==> config.mk <==
export PLATFORM = sky130hd
export DESIGN_NAME = rtc_counter
export DESIGN_NICKNAME = d
export VERILOG_FILES = /design/src/verilog/rtc_pkg.sv /design/src/verilog/rtc_prescaler.sv /design/src/verilog/rtc_counter.sv
export SDC_FILE = /design/constraint.sdc
export NUM_CORES = 1
export LEC_CHECK = 0
export BUFFER_PORTS_ARGS = -buffer_cell sky130_fd_sc_hd__buf_2
export CAP_MARGIN = 0
export CORE_UTILIZATION = 35
export CTS_CLUSTER_DIAMETER = 30
export DETAILED_ROUTE_END_ITERATION = 10
export GPL_TIMING_DRIVEN = 0
export MAX_ROUTING_LAYER = met4
export PLACE_DENSITY_LB_ADDON = 0.15
export SLEW_MARGIN = 20
export SYNTH_ARGS = -nofsm -noshare
export SYNTH_HDL_FRONTEND = slang
export SYNTH_SLANG_ARGS = --single-unit
==> constraint.sdc <==
create_clock -name sys_clk_i -period 4.5 [get_ports sys_clk_i]
set_input_delay 0.225 -clock sys_clk_i [delete_from_list [all_inputs] [get_ports sys_clk_i]]
set_output_delay 0.225 -clock sys_clk_i [all_outputs]
set_load 0.03 [all_outputs]
==> src/verilog/rtc_pkg.sv <==
// Purpose: Constants for the periodic real-time counter
// Assumes: One 10 MHz system clock; source clocks arrive as sync levels
// Notes:   Register indices are local to this block
// What this block does
// - Source select 00 low-power osc, 01 external ref, 1x internal ref.
// - Writing a different source select clears prescaler and count.
// - Writing a different divider select clears prescaler and count.
// - Divider select zero holds prescaler off; nonzero starts it.
// - Codes 1-7 divide by 2^3,2^5..2^10 or 2^10..2^16 by source bit 0.
// - Codes 8-15 give decimal-style ratios selected by source bit 0.
// - Count advances per prescaler period, wraps to zero after the limit.
// - Match flag sets when count goes from limit back to zero.
// - With limit zero the flag sets on every prescaler output pulse.
// - Writing one clears the flag and request; zero leaves it.
// - Interrupt requested when flag set and enable set; else polling.
// - Writing the match limit stores it and clears prescaler and count.
// - Count register reads the live count and ignores writes.
// - Reset gives count zero, limit zero, prescaler off, flag clear, osc 00.
// - Debug freezes counting; resumes unless configuration was written.
// - Enabled counter keeps running in wait and its interrupt wakes.
// - Keeps counting in stop; deep stop only low-power osc runs.
package rtc_pkg;
	localparam logic [1:0] ADDR_STATUS_CONTROL = 2'h0;
	localparam logic [1:0] ADDR_COUNT_VALUE    = 2'h1;
	localparam logic [1:0] ADDR_MATCH_LIMIT    = 2'h2;
	localparam int         FLAG_BIT            = 7;
	localparam int         SRC_HI              = 6;
	localparam int         SRC_LO              = 5;
	localparam int         IRQ_EN_BIT          = 4;
	localparam int         DIV_HI              = 3;
	localparam logic [1:0] SRC_LOW_POWER       = 2'h0;
	localparam logic [1:0] SRC_EXTERNAL        = 2'h1;
	localparam logic [7:0] BYTE_ZERO           = 8'h00;
	localparam logic [3:0] DIV_OFF             = 4'h0;
	localparam int         PRESCALE_W          = 18;
endpackage

==> src/verilog/rtc_prescaler.sv <==
// Purpose: Divide the selected source edge count by the coded ratio
// Assumes: src_tick_i is one cycle per source clock rising edge
// Notes:   Emits one-cycle tick_o on terminal count
`timescale 1ns/1ps
module rtc_prescaler #(
	parameter int WIDTH = rtc_pkg::PRESCALE_W
) (
	input  wire logic       sys_clk_i,
	input  wire logic       rst_i,
	input  wire logic       clear_i,
	input  wire logic       run_i,
	input  wire logic       src_tick_i,
	input  wire logic       hi_range_i,
	input  wire logic [3:0] code_i,
	output logic            tick_o
);
	// Elaboration check: the widest ratio needs eighteen bits
	if (WIDTH < 18) begin : g_width_check
		$error("prescaler width too small for 2x10^5");
	end

	typedef struct packed {
		logic [WIDTH-1:0] cnt;
		logic             tick;
	} state_type;
	state_type st_reg;
	state_type st_next;

	// Ratio table selected by code and source bit 0
	function automatic logic [WIDTH-1:0] ratio(input logic hi, input logic [3:0] c);
		logic [17:0] r;
		r = 18'h00001;
		case ({hi, c})
			5'h01: r = 18'h00008;
			5'h02: r = 18'h00020;
			5'h03: r = 18'h00040;
			5'h04: r = 18'h00080;
			5'h05: r = 18'h00100;
			5'h06: r = 18'h00200;
			5'h07: r = 18'h00400;
			5'h08: r = 18'h00001;
			5'h09: r = 18'h00002;
			5'h0A: r = 18'h00004;
			5'h0B: r = 18'h0000A;
			5'h0C: r = 18'h00010;
			5'h0D: r = 18'h00064;
			5'h0E: r = 18'h001F4;
			5'h0F: r = 18'h003E8;
			5'h11: r = 18'h00400;
			5'h12: r = 18'h00800;
			5'h13: r = 18'h01000;
			5'h14: r = 18'h02000;
			5'h15: r = 18'h04000;
			5'h16: r = 18'h08000;
			5'h17: r = 18'h10000;
			5'h18: r = 18'h003E8;
			5'h19: r = 18'h007D0;
			5'h1A: r = 18'h01388;
			5'h1B: r = 18'h02710;
			5'h1C: r = 18'h04E20;
			5'h1D: r = 18'h0C350;
			5'h1E: r = 18'h186A0;
			5'h1F: r = 18'h30D40;
			default: r = 18'h00001;
		endcase
		return WIDTH'(r);
	endfunction

	// Count source edges, wrap at ratio
	always_comb begin
		st_next = st_reg;
		st_next.tick = 1'b0;
		if (clear_i || code_i == rtc_pkg::DIV_OFF) begin
			st_next.cnt = '0;
		end else if (run_i && src_tick_i) begin
			if (st_next.cnt == ratio(hi_range_i, code_i) - WIDTH'(1)) begin
				st_next.cnt  = '0;
				st_next.tick = 1'b1;
			end else begin
				st_next.cnt = st_reg.cnt + WIDTH'(1);
			end
		end
	end

	always_ff @(posedge sys_clk_i) begin
		if (rst_i) st_reg <= '0;
		else st_reg <= st_next;
	end

	assign tick_o = st_reg.tick;
endmodule // rtc_prescaler

==> src/verilog/rtc_counter.sv <==
// Purpose: Periodic real-time counter with match flag and interrupt
// Assumes: Source clocks sampled as synchronous levels; strobes one cycle
// Notes:   Read data valid the cycle after the read strobe only
//
// Design decisions made here: the register addresses and the strobed register port.
`timescale 1ns/1ps
module rtc_counter (
	input  wire logic       sys_clk_i,
	input  wire logic       rst_i,
	input  wire logic [1:0] addr_i,
	input  wire logic [7:0] wdata_i,
	input  wire logic       wr_i,
	input  wire logic       rd_i,
	input  wire logic       low_power_osc_clock_i,
	input  wire logic       external_ref_clock_i,
	input  wire logic       internal_ref_clock_i,
	input  wire logic       debug_active_i,
	input  wire logic       deep_stop_i,
	output logic [7:0]      rdata_o,
	output logic            irq_o
);
	typedef struct packed {
		logic [1:0] source_select;
		logic [3:0] divider_select;
		logic       match_irq_enable;
		logic       match_flag;
		logic [7:0] count_value;
		logic [7:0] match_limit;
		logic [7:0] rdata;
		logic       irq;
		logic       src_last;
	} state_type;
	state_type st_reg;
	state_type st_next;

	logic src_level;
	logic src_tick;
	logic pre_tick;
	logic cfg_clear;
	logic wr_sc;
	logic wr_lim;

	////////////////////////////////////////////////////////////////////////
	// Level of the clock that a select code routes to the prescaler
	function automatic logic source_level(
		input logic [1:0] sel,
		input logic       low_power_osc_clock,
		input logic       ext,
		input logic       irc,
		input logic       deep
	);
		logic lvl;
		if (sel == rtc_pkg::SRC_LOW_POWER) begin
			lvl = low_power_osc_clock;
		end else if (sel == rtc_pkg::SRC_EXTERNAL) begin
			lvl = ext & ~deep;
		end else begin
			lvl = irc & ~deep;
		end
		return lvl;
	endfunction

	// Source selection and edge detection
	always_comb begin
		src_level = source_level(st_reg.source_select, low_power_osc_clock_i,
			external_ref_clock_i, internal_ref_clock_i, deep_stop_i);
	end
	// Wait and stop do not gate the counter: it runs on the source alone
	assign src_tick = src_level & ~st_reg.src_last;

	// Config writes that clear prescaler and count
	assign wr_sc  = wr_i && addr_i == rtc_pkg::ADDR_STATUS_CONTROL;
	assign wr_lim = wr_i && addr_i == rtc_pkg::ADDR_MATCH_LIMIT;
	assign cfg_clear = wr_lim
		|| (wr_sc && wdata_i[rtc_pkg::SRC_HI:rtc_pkg::SRC_LO] != st_reg.source_select)
		|| (wr_sc && wdata_i[rtc_pkg::DIV_HI:0] != st_reg.divider_select);

	rtc_prescaler #(
		.WIDTH(rtc_pkg::PRESCALE_W)
	) u_prescaler (
		.sys_clk_i (sys_clk_i),
		.rst_i     (rst_i),
		.clear_i   (cfg_clear),
		.run_i     (~debug_active_i),
		.src_tick_i(src_tick),
		.hi_range_i(st_reg.source_select[0]),
		.code_i    (st_reg.divider_select),
		.tick_o    (pre_tick)
	);

	////////////////////////////////////////////////////////////////////////
	// Next state: registers, counter, flag
	always_comb begin
		st_next = st_reg;
		if (cfg_clear) begin
			st_next.count_value = rtc_pkg::BYTE_ZERO;
		end else if (pre_tick && !debug_active_i) begin
			if (st_reg.count_value == st_reg.match_limit) begin
				st_next.count_value = rtc_pkg::BYTE_ZERO;
			end else begin
				st_next.count_value = st_reg.count_value + 8'h01;
			end
		end
		if (wr_sc) begin
			st_next.source_select    = wdata_i[rtc_pkg::SRC_HI:rtc_pkg::SRC_LO];
			st_next.match_irq_enable = wdata_i[rtc_pkg::IRQ_EN_BIT];
			st_next.divider_select   = wdata_i[rtc_pkg::DIV_HI:0];
			if (wdata_i[rtc_pkg::FLAG_BIT]) st_next.match_flag = 1'b0;
		end
		if (wr_lim) st_next.match_limit = wdata_i;
		// Reload the edge detector from the newly routed clock: a switch is no edge
		st_next.src_last = source_level(st_next.source_select, low_power_osc_clock_i,
			external_ref_clock_i, internal_ref_clock_i, deep_stop_i);
		// Set wins over a same-cycle clear
		if (!cfg_clear && pre_tick && !debug_active_i
			&& st_reg.count_value == st_reg.match_limit) begin
			st_next.match_flag = 1'b1;
		end
		st_next.irq = st_next.match_flag & st_next.match_irq_enable;
		st_next.rdata = rtc_pkg::BYTE_ZERO;
		if (rd_i) begin
			if (addr_i == rtc_pkg::ADDR_STATUS_CONTROL) begin
				st_next.rdata = {st_reg.match_flag, st_reg.source_select,
					st_reg.match_irq_enable, st_reg.divider_select};
			end else if (addr_i == rtc_pkg::ADDR_COUNT_VALUE) begin
				st_next.rdata = st_reg.count_value;
			end else if (addr_i == rtc_pkg::ADDR_MATCH_LIMIT) begin
				st_next.rdata = st_reg.match_limit;
			end
		end
	end

	// State register, reset to documented defaults
	always_ff @(posedge sys_clk_i) begin
		if (rst_i) st_reg <= '0;
		else st_reg <= st_next;
	end

	assign rdata_o = st_reg.rdata;
	assign irq_o   = st_reg.irq;

	////////////////////////////////////////////////////////////////////////
	// Checks built from named steps
	localparam logic [3:0] DIV_UNITY = 4'h8; // Low-range code that divides by one
endmodule // rtc_counter

=== After elaboration in Yosys (flattened, before gate mapping) ===
Memory sizes are Yosys's and may differ from the RTL's.
Index checks and enable logic that the tools add are counted.

* Register bits after elaboration: 53
* Bits in read-only memories: 576
* Input port bits: 19
* Output and inout port bits: 9
* Logic and storage cells: 69
* Memories kept: 1

{| class="wikitable"
|+ Memory list
! name !! words !! bits a word !! rd ports !! clocked after Yosys merged registers in !! write ports !! RTL line !! source
|-
| (no name shown) || 32 || 18 || 1 || 0 || 0 || rtc_prescaler.sv:33 || <nowiki>case ({hi, c})</nowiki>
|}

* $add $sub $neg: 3
* Eq/ne operators: 8
* Multiplexer cells: 15
* Bitwise operators: 9
* Reductions and logical operators: 22

{| class="wikitable"
|+ Operators by type and width
! operator !! number
|-
| 18-bit 2-to-1 mux || 3
|-
| 8-bit 2-to-1 mux || 5
|-
| 18-bit by 1-bit adder with 18-bit output (second input constant) || 1
|-
| 18-bit == test || 1
|-
| 18-bit by 1-bit subtractor with 18-bit output (second input constant) || 1
|-
| 1-bit logical AND || 9
|-
| 8-bit by 1-bit adder with 8-bit output (second input constant) || 1
|-
| 8-bit == test || 1
|-
| 1-bit 2-to-1 mux || 7
|-
| 2-bit by 1-bit == test with 1-bit output (second input constant) || 3
|-
| 2-bit zero test || 3
|-
| 2-bit OR reduction || 3
|-
| 1-bit inverter || 5
|-
| 1-bit bitwise AND || 4
|-
| 4-bit zero test || 1
|-
| 4-bit != test || 1
|-
| 1-bit logical OR || 3
|-
| 3-bit OR reduction || 1
|-
| 2-bit == test (second input constant) || 1
|-
| 1-bit zero test || 2
|-
| 2-bit != test || 1
|}

=== Logic depth before layout (Yosys ltp) ===
Gate-level depths: netlist of run 1.

* Depth after elaboration: 11
* Gate-level depth with buffers: 15
* Gate-level depth less buffers: 13

=== Modules after synthesis ===
A second synthesis of run 1 with hierarchy kept.

* Cell total of the unflattened synthesis: 470
* Area, all modules: 3915.0 µm²

{| class="wikitable"
|+ By module, submodules not included
! module !! instances !! cells each !! area an instance (µm²) !! sequential area each (µm²)
|-
| rtc_prescaler || 1 || 279 || 2168.3 || 380.4
|-
| rtc_counter || 1 || 191 || 1746.7 || 680.7
|}

=== Least setup slack after synthesis of run 1 ===
No wires, ideal clock.

* Path kind: register -> register
* Start: register st_reg[29] (netlist name)
* End: register u_prescaler.st_reg[10] (netlist name)
* Setup time: 114 ps
* Arrival: 3187 ps
* Data required time: 4386 ps
* Setup slack: 1199 ps
* Cell stages (with the launch flop): 14
* Path buffers: 2
* Clock period less this slack: 3301 ps
* Cell sequence: dfxtp_1 -> buf_2 -> inv_1 -> ha_1 -> and3b_1 -> o21ai_0 -> nand2b_1 -> or4b_1 -> nor4_2 -> xnor2_1 -> nand4_1 -> nor4_4 -> buf_6 -> nor2_2

* Longest elaborated chain between the ends: 6
* Elaborated cells between the ends (all ways): 12
* Those cells by class: add/sub: 1; eq/ne: 2; mux: 3; reduce/logical: 5; memory: 1

{| class="wikitable"
|+ RTL lines
! item !! RTL line !! source
|-
| start: declaration || rtc_counter.sv:33 || <nowiki>state_type st_reg;</nowiki>
|-
| start signal: assignment || rtc_counter.sv:136 || <nowiki>else st_reg <= st_next;</nowiki>
|-
| memory read 32 x 18 bit || - ||
|-
| 18-bit 2-to-1 mux || rtc_prescaler.sv:75 || <nowiki>end else if (run_i && src_tick_i) begin</nowiki>
|-
| 18-bit 2-to-1 mux || rtc_prescaler.sv:73 || <nowiki>if (clear_i || code_i == rtc_pkg::DIV_OFF) begin</nowiki>
|-
| 18-bit by 1-bit subtractor with 18-bit output || rtc_prescaler.sv:76 || <nowiki>if (st_next.cnt == ratio(hi_range_i, code_i) - WIDTH'(1)) begin</nowiki>
|-
| 18-bit == test || rtc_prescaler.sv:76 ||
|-
| 18-bit 2-to-1 mux || rtc_prescaler.sv:76 ||
|-
| end signal: assignment || rtc_prescaler.sv:87 || <nowiki>else st_reg <= st_next;</nowiki>
|-
| end: declaration || rtc_prescaler.sv:26 || <nowiki>state_type st_reg;</nowiki>
|}

Several ways; a longest one is shown, not always the timed one. The select of a mux whose other input is x is not followed.
A chain may end at the register's enable or synchronous reset.

=== Final worst setup path of run 1 ===
* Start: register st_reg[29] (netlist name)
* End: register u_prescaler.st_reg[9] (netlist name)

The elaborated chain is that of the path after synthesis.

==> results.md, run 1 <==
* Leading area contributor after synthesis: dfxtp_1
* Post-DRT Antenna Nets at 0
* PwrDens at 224.3 nW/µm²
* CP Class: flop to flop
* Synth unique cells at 69
* CTS tree: yes
* Top Layer Used: met4
* Setup violators final at 0
* Starting Density at 0.3672
* Crit-path cells: buf_2 -> inv_1 -> ha_1 -> and3b_1 -> o21ai_0 -> nand2b_1 -> or4b_1 -> nor4_2 -> xnor2_1 -> nand4_1 -> nor4_4 -> buf_6 -> nor2_2
* M1 WL at 5.146 mm
* Worst Setup End Kind: flop
* Hpwl dp at 7.707 mm
* Skew-Pair Late Insertion Delay at 320 ps
* N_diodes at 0
* Core box area at 10,510 µm²
* Syn avg cell area at 7.973 µm²
* GPL Wtd Cong at 0.8615
* Routed wire per std cell at 15.27 µm
* Starting DRT DRC Count at 145
* CTS root buffer: clkbuf_8
* WL met3 at 304 µm
* Post-Syn Nets at 511
* Most frequent cell after synthesis: nor2_1
* Final global-route overflow total at 0
* Post CTS Setup Buffer Count at 0
* Vias in the first global route at 3,225
* Seq cells post-synth at 53
* Hold Violations, Final at 0
* Worst hold path type: primary input to flop
* Max-slew violations at 0
* EDFF count, synth at 0
* Synth Warn # at 0
* Global Route Usage Sum at 0.1871
* Minimum clock period at 4042 ps
* Die area at 11,450 µm²
* Most frequent cells after synthesis: 56 x nor2_1, 53 x dfxtp_1, 51 x nand2_1
* Worst Path Required at 4720 ps
* Layout Nets at 542
* Yosys top cell area share at 0.2750
* Largest net degree at the start of global routing at 20
* Fmax at 247.4 MHz
* IR drop worst, VDD at 0.1825 mV
* Worst hold path depth at 3
* Clk slew on worst S/H paths at 120 ps
* Vias per cell at 5.147
* CP max stage cell: nor4_4
* First-pass GRT wire length at 16.50 mm
* Routed wire length at 9.959 mm
* CTS Buf Count at 5
* WL met2 at 4.371 mm
* Die Height at 107 µm
* Port Buffers at 24
* Die X at 107 µm
* Max-capacitance violation count at 0
* Run status: completed
* Post-CTS sizing at 0
* Initial antenna violation count at 0
* Post-route DRC violation count at 0
* CTS Buffer Depth at 2
* Number of flip-flops under the largest register name at 25
* Hold-fix buffers, CTS at 0
* Final period util at 0.8982
* Max incr delay on CP at 600 ps
* I/O pin total at 28
* Proportion of layout cells with a drive suffix above 1 at 0.1667
* H-tree levels at 2
* R2R depth at 13
* Post-synthesis cell area at 3859 µm²
* Post-layout util at 0.4041
* Fillers at 1,085
* Layout area overhead at 10.05%
* Via Count at 3,356
* Critical Path Fanout Max at 10
* Synth Flop Type: dfxtp_1
* Row count at 37
* Worst Tran Pin Value at 647.8 ps
* Leak at 1.683 nW
* Fraction of registers with async set/reset at 0
* Register area share after synthesis at 0.2750
* Slew headroom at 0.5673
* Arr. time, crit path at 4260 ps
* Final setup skew at 15.09 ps
* Hold Slack at 152.9 ps
* Area contributors post-synth: dfxtp_1 27%, xnor2_1 8.6%, nor2_1 5.4%, xor2_1 5.2%, nand2_1 5.0%
* Critical Path Start Type: flop
* Sink Count at 53
* RSZ-0062 raised after global routing: false
* Initial DRT Pass Iterations at 4
* Final setup TNS at 0 ps
* Cell count after synthesis at 484
==> kinds of logic (layout without fill, tap and decap cells) <==
group,count (synthesis),count (layout),synth area share
multiplexers,20,20,0.05512
AND/OR/NAND/NOR,224,224,0.3084
flip-flops,53,53,0.2750
buffers and inverters,45,77,0.06582
adder cells (fa/ha/maj),8,8,0.02594
AO/OA/AOI/OAI,73,73,0.1313
XOR/XNOR,61,61,0.1385
==> layer usage <==
metal,GRT usage,vias to the layer above
met5,-,-
met4,0.05773,0
met3,0.02188,15
met2,0.2853,58
met1,0.2582,1559
li1,-,1724
==> metrics by stage <==
step,power (mW),instances,worst slack (ps),instance area (µm²)
global route,0.9989,652,140.4,4247
finish,0.9525,652,458.2,4247
detailed placement,0.6619,644,459.5,4149
CTS,0.9648,652,436.7,4247
floorplan,0.6179,484,1199,3859
global placement,0.6616,644,422.3,4149
==> path summary, 6_finish.rpt <==
check                           slack (ps)               endpoint        from
worst max-delay path                   460  u_prescaler.st_reg[9]  st_reg[29]
worst min-delay path                   150             st_reg[17]  wdata_i[7]
worst min register to register         490             st_reg[17]  st_reg[17]
worst max register to register         460  u_prescaler.st_reg[9]  st_reg[29]
==> placed cells by master (no fill, tap or decap), types with 4 or more instances in the layout <==
cell / instances
nor2_2: 11
and2_1: 6
and4_1: 4
a21oi_1: 28
nor2b_1: 7
nand2b_1: 13
xnor2_1: 38
dfxtp_1: 53
clkbuf_1: 10
o22ai_1: 4
nand2_1: 51
nor2_1: 56
ha_1: 8
nand3_1: 26
xor2_1: 23
o21ai_0: 6
clkbuf_8: 5
mux2i_1: 19
inv_1: 11
nor3_1: 4
buf_4: 12
buf_2: 29
nand4_1: 11
and3_1: 9
==> final cells by class <==
type	instances	area, µm²	share of cell area
buffer	33	209.0	0.04920
clock buffer	5	68.82	0.01621
inverter	12	45.04	0.01061
tap	136	170.2	0.04007
multi-input combinational	386	2544	0.5990
timing repair buffer	24	120.1	0.02829
sequential	53	1061	0.2499
clock inverter	3	28.78	0.006777
==> where the power goes <==
group | total (mW) | internal (mW) | leakage [nW] | switching, mW
sequential | 0.480 | 0.475 | 0.428 | 0.00493
combinational | 0.173 | 0.0687 | 1.20 | 0.104
clock | 0.300 | 0.117 | 0.0506 | 0.183
total | 0.953 | 0.660 | 1.68 | 0.292
==> worst max-delay path: cells and delay by family (launching register included) <==
family | cells | cell delay (ps)
flops | 1 | 370
fa+ha+maj | 1 | 390
buf+inv | 3 | 610
compound gates | 1 | 410
xor+xnor | 1 | 160
simple gates | 7 | 1990
Note: power is estimated with default switching activity, not from simulation.
==> run 2, diff against run 1 <==
clock period = 3.9 ns   (was 4.5 ns; I/O delays follow)
==> run 2 against run 1 <==
Net effect:
- largest power group unchanged
- critical path depth rose by 2
- register-to-register slack lost 230 ps
- total power rose by 16%
- critical endpoint is now u_prescaler.st_reg[3]
- sequential share of layout area shrank 0.23 points
==> results.md, run 2 (synthesis results as in run 1) <==
* Total power at 1.106 mW (+16%)
* Hpwl dp at 7.707 mm (unchanged)
* Minimum clock period at 3676 ps (-365.4 ps)
* Arr. time, crit path at 3910 ps (-350 ps)
* Clk slew on worst S/H paths at 120 ps (about the same)
* Combinational share of power at 0.185 (+0.004)
* Sequential power share at 0.501 (-0.003)
* Fmax at 272.0 MHz (+9.9%)
* Commonest non-fill, non-tap cells in the layout: 56 x nor2_1, 53 x dfxtp_1, 50 x nand2_1
* Routed wire length at 10.04 mm (+0.81%)
* I/O pin total at 28 (unchanged)
* Worst Path Required at 4130 ps (-590 ps)
* Final non-filler cell total at 654 (+0.31%)
* CTS root buffer: clkbuf_8
* Max-capacitance violation count at 0 (unchanged)
* Routed wire per std cell at 15.35 µm (+0.51%)
* Via Count at 3,388 (+0.95%)
* Layout Nets at 544 (+0.37%)
* IR drop worst, VDD at 0.2110 mV (+16%)
* Initial DRT Pass Iterations at 5 (+1)
* H-tree levels at 2 (unchanged)
* Worst setup margin at 223.6 ps (-234.6 ps)
* Post-DRT Antenna Nets at 0 (unchanged)
* CP Class: flop to flop
* Post-route DRC violation count at 0 (unchanged)
* Critical Path Fanout Max at 10 (unchanged)
* Final setup skew at 15.40 ps (+0.3106 ps)
* CTS tree: yes
* Starting Density at 0.3672 (unchanged)
* Sink Count at 53 (unchanged)
* Die X at 107 µm (unchanged)
* Starting DRT DRC Count at 144 (-0.69%)
* Final global-route overflow total at 0 (unchanged)
* Pre-CTS setup slack at -140.5 ps (-600.0 ps)
* Proportion of layout cells with a drive suffix above 1 at 0.1757 (+0.009009)
* Worst hold path type: primary input to flop
* Number of flip-flops under the largest register name at 25 (unchanged)
* CTS Buffer Depth at 2 (unchanged)
* Worst hold path depth at 3 (unchanged)
* P_sw at 0.3401 mW (+16%)
* Max-slew violations at 0 (unchanged)
* GPL Wtd Cong at 0.8615 (unchanged)
* P_int at 0.7655 mW (+16%)
* N_diodes at 0 (unchanged)
* Core box area at 10,510 µm² (unchanged)
* Largest net degree at the start of global routing at 20 (unchanged)
* Slew headroom at 0.5667 (about the same)
* R2R depth at 15 (+2)
* Layout area overhead at 11.09%
* Initial antenna violation count at 0 (unchanged)
* Hold Slack at 121.6 ps (-31.30 ps)
* PwrDens at 257.9 nW/µm² (+15%)
* Placed instance count at 644 (unchanged)
* Power share of the clock group at 0.315 (about the same)
* Worst Setup End Kind: flop
* Global Route Usage Sum at 0.1874 (+0.0002658)
* Switching Share at 0.3076 (+0.001011)
* Run status: completed
* Port Buffers at 24 (unchanged)
* Die Height at 107 µm (unchanged)
* Hold Violations, Final at 0 (unchanged)
* Skew-Pair Late Insertion Delay at 320 ps (about the same)
* Row count at 37 (unchanged)
* First-pass GRT wire length at 16.51 mm (about the same)
* Vias per cell at 5.180 (+0.64%)
* Critical Path Start Type: flop
* Setup violators final at 0 (unchanged)
* Die area at 11,450 µm² (unchanged)
* Final period util at 0.9427 (+0.04449)
* Final setup TNS at 0 ps (unchanged)
* Leak at 1.699 nW (+0.94%)
* Vias in the first global route at 3,229 (+0.12%)
* Commonest non-fill, non-tap cell in the layout: nor2_1
* CTS Buf Count at 5 (unchanged)
* Worst Tran Pin Value at 648.6 ps (+0.8253 ps)
[run 2: cell types whose count changed in the layout (fill, tap and decap cells not counted), sizes merged]
cell	delta
buf	+2
[run 2: final cells by class]
class	instances	area (µm²)
sequential	53	1061
buffer	32	207.7
multi-input combinational	386	2559
timing repair buffer	27	146.4
clock buffer	5	68.82
fill	1085	6222
clock inverter	3	28.78
inverter	12	45.04
tap	136	170.2
[run 2: per-layer routing]
| metal | wire length [µm] | up-vias | track usage | part of all wire |
|---|---|---|---|---|
| li1 | - | 1731 | - | - |
| met1 | 5155 | 1547 | 0.2593 | 0.51 |
| met2 | 4387 | 89 | 0.2848 | 0.44 |
| met3 | 328 | 21 | 0.02188 | 0.033 |
| met4 | 169 | 0 | 0.05773 | 0.017 |
| met5 | 0 | - | - | 0 |
[run 2: power by group through the flow]
stage	Clock (mW)	Combinational, mW	Sequential, mW
after floorplan	0	0.149	0.564
after global placement	0	0.198	0.566
after detailed placement	0	0.198	0.566
after CTS	0.360	0.201	0.554
after global routing	0.378	0.225	0.555
final	0.348	0.204	0.554
[run 2: path summary, 6_finish.rpt]
kind	startpoint	slack (ps)	end
setup reg to reg	st_reg[28]	220	u_prescaler.st_reg[3]
hold reg to reg	st_reg[17]	490	st_reg[17]
hold / removal	wdata_i[7]	120	st_reg[17]
setup / recovery	st_reg[28]	220	u_prescaler.st_reg[3]
[run 2: what timing repair did]
| item | in CTS | in global routing |
|---|---|---|
| gates resized for setup | 0 | 8 |
| pin swaps | 1 | 1 |
| endpoints found under the setup margin | 10 | 18 |
| hold buffers | 0 | 0 |
| gates cloned | 0 | 1 |
| setup buffers | 2 | 0 |
[run 2: per-stage QoR]
step,utilization,cell area (µm²)
final,0.4079,4287
after global routing,0.4079,4287
after CTS,0.4055,4262
after detailed placement,0.3948,4149
after global placement,0.3948,4149
after floorplan,-,3859
[run 2: worst max-delay path: stages, from the launching register on]
cell,delay (ps)
dfxtp_1,380
buf_4,200
inv_1,130
ha_1,280
nor2b_1,190
nand2_2,130
ha_4,190
o21ai_2,80
nor4_2,290
nand4_2,210
a2bb2oi_1,190
nor2_2,120
or4b_4,510
nor4_4,430
buf_4,210
nor2_1,50
==> run 3, diff against run 2 <==
BUFFER_PORTS_ARGS = default   (was -buffer_cell sky130_fd_sc_hd__buf_2)
DONT_BUFFER_PORTS = 1   (was default)
==> run 3 against run 2 <==
Net effect:
- design area down 2.9%
- largest cell class unchanged
- worst setup slack got worse by 33 ps
- critical path type unchanged
- combinational power down 6%
==> results.md, run 3 (synthesis results as in run 1) <==
* Max-capacitance violation count at 0 (unchanged)
* Row count at 37 (unchanged)
* Hold Slack at 15.15 ps (-106.5 ps)
* Worst Tran Pin Value at 707.3 ps (+58.68 ps)
* WP depth at 15 (unchanged)
* CP Class: flop to flop
* Starting Density at 0.3672 (unchanged)
* CP max stage cell: or4b_4
* I/O pin total at 28 (unchanged)
* Worst flop-to-flop path endpoint: u_prescaler.st_reg[12]
* N_diodes at 0 (unchanged)
* Layout area overhead at 7.879%
* Final global-route overflow total at 0 (unchanged)
* Reg2Reg Setup Slack at 190 ps (-30 ps)
* Arr. time, crit path at 3930 ps (+20 ps)
* Total power at 1.088 mW (-1.6%)
* Initial DRT Pass Iterations at 5 (unchanged)
* Final period util at 0.9512 (+0.008567)
* Via Count at 3,319 (-2.0%)
* Leak at 1.589 nW (-6.5%)
* Power share of the clock group at 0.315 (about the same)
* Slew headroom at 0.5276 (-0.03919)
* Max-slew violations at 0 (unchanged)
* Crit path from: st_reg[28]
* CP Buf/Inv Count at 3 (unchanged)
* Post-layout util at 0.3961 (-0.01179)
* H-tree levels at 2 (unchanged)
* Core box area at 10,510 µm² (unchanged)
* GPL Wtd Cong at 0.8647 (+0.37%)
* Fillers at 1,085 (unchanged)
* RSZ-0062 raised after global routing: false
* Critical R2R Launch: st_reg[28]
* CTS Buf Count at 5 (unchanged)
* Layout Nets at 520 (-4.4%)
* Critical Path Fanout Max at 10 (unchanged)
* Hold Violations, Final at 0 (unchanged)
* Vias in the first global route at 3,114 (-3.6%)
* Final Cell Area at 4163 µm² (-2.9%)
* Critical Path Start Type: flop
* Setup violators final at 0 (unchanged)
* Sequential power share at 0.509 (+0.008)
* Final setup skew at 11.42 ps (-3.973 ps)
* Dpl cell area at 4029 µm² (-2.9%)
* Post-route DRC violation count at 0 (unchanged)
* Number of flip-flops under the largest register name at 25 (unchanged)
* CTS Buffer Depth at 2 (unchanged)
* CTS tree: yes
* Routed wire length at 9.917 mm (-1.2%)
* Starting DRT DRC Count at 256 (+78%)
* Routed wire per std cell at 15.74 µm (+2.5%)
* Run status: completed
* Minimum clock period at 3710 ps (+33.41 ps)
* P_sw at 0.3284 mW (-3.4%)
* Fmax at 269.6 MHz (-0.90%)
* Die Height at 107 µm (unchanged)
* P_int at 0.7595 mW (-0.78%)
* Max incr delay on CP at 500 ps (about the same)
* Placed instance count at 620 (-3.7%)
* Worst hold path type: primary input to flop
* Vias per cell at 5.268 (+1.7%)
* Clk slew on worst S/H paths at 110 ps (about the same)
* Combinational share of power at 0.176 (-0.009)
* Critical path endpoint: u_prescaler.st_reg[12]
* Commonest non-fill, non-tap cells in the layout: 56 x nor2_1, 53 x dfxtp_1, 50 x nand2_1
* Proportion of layout cells with a drive suffix above 1 at 0.1356 (-0.04005)
* Switching Share at 0.3019 (-0.005742)
* R2R depth at 15 (unchanged)
* Skew-Pair Late Insertion Delay at 320 ps (about the same)
* Die X at 107 µm (unchanged)
* Post-DRT Antenna Nets at 0 (unchanged)
* Largest net degree at the start of global routing at 20 (unchanged)
* Sink Count at 53 (unchanged)
* IR drop worst, VDD at 0.1561 mV (-26%)
* Final non-filler cell total at 630 (-3.7%)
* Commonest non-fill, non-tap cell in the layout: nor2_1
* Hold-fix buffers, CTS at 0 (unchanged)
* Worst path top cell family by delay: simple AND/OR/NAND/NOR gates
* Crit-path cells: buf_4 -> inv_1 -> ha_1 -> nor2b_1 -> nand2_2 -> ha_4 -> o21ai_2 -> nor4_2 -> nand4_2 -> a2bb2oi_1 -> nor2_2 -> or4b_4 -> nor4_4 -> buf_4 -> nor2_2
* Initial antenna violation count at 0 (unchanged)
* Worst Path Required at 4120 ps (about the same)
* Die area at 11,450 µm² (unchanged)
* Global Route Usage Sum at 0.1815 (-0.005920)
* Worst Setup End Kind: flop
* Port Buffers at 0 (-100%)
* PwrDens at 261.3 nW/µm² (+1.3%)
* CTS root buffer: clkbuf_8
* First-pass GRT wire length at 16.10 mm (-2.5%)
* Hpwl dp at 7.595 mm (-1.5%)
==> run 3: power groups by stage <==
stage	Sequential, mW	Clock [mW]	Combinational [mW]
6_report	0.554	0.342	0.192
3_5_place_dp	0.566	0	0.185
2_1_floorplan	0.564	0	0.149
5_1_grt	0.555	0.380	0.210
3_3_place_gp	0.566	0	0.185
4_1_cts	0.554	0.356	0.188
==> run 3: area by class of cell <==
| type | count | area [µm²] | share of cell area |
|---|---|---|---|
| inverter | 12 | 45.04 | 0.01082 |
| multi-input combinational | 386 | 2559 | 0.6147 |
| tap | 136 | 170.2 | 0.04088 |
| timing repair buffer | 3 | 22.52 | 0.005410 |
| clock inverter | 3 | 28.78 | 0.006913 |
| sequential | 53 | 1061 | 0.2549 |
| buffer | 32 | 207.7 | 0.04989 |
| clock buffer | 5 | 68.82 | 0.01653 |
==> run 3: worst min-delay path by stage <==
stage / end / cells past startpoint / start
2_1_floorplan: st_reg[31] / 2 / wdata_i[3]
3_3_place_gp: st_reg[31] / 2 / wdata_i[3]
3_5_place_dp: st_reg[31] / 2 / wdata_i[3]
4_1_cts: st_reg[14] / 2 / wdata_i[4]
5_1_grt: st_reg[14] / 2 / wdata_i[4]
6_report: st_reg[14] / 2 / wdata_i[4]
==> run 3: timing repair <==
action | 4_1_cts | 5_1_grt
resized for setup | 0 | 7
cloned | 0 | 1
setup endpoints to repair | 10 | 18
pin swaps | 1 | 1
buffers inserted | 2 | 0
==> run 3: routing by layer <==
metal,track usage,up-vias,wire length [µm]
met2,0.2756,85,4438
met5,-,-,0
met4,0.03033,0,66
met3,0.02736,6,480
li1,-,1687,-
met1,0.2572,1541,4932
==> run 3: stage by stage <==
stage,setup slack [ps],setup TNS [ps]
after detailed placement,-93.98,-873.0
after global placement,-165.4,-1634
after global routing,1.201,0
final,190.2,0
after floorplan,598.9,0
after CTS,19.06,0
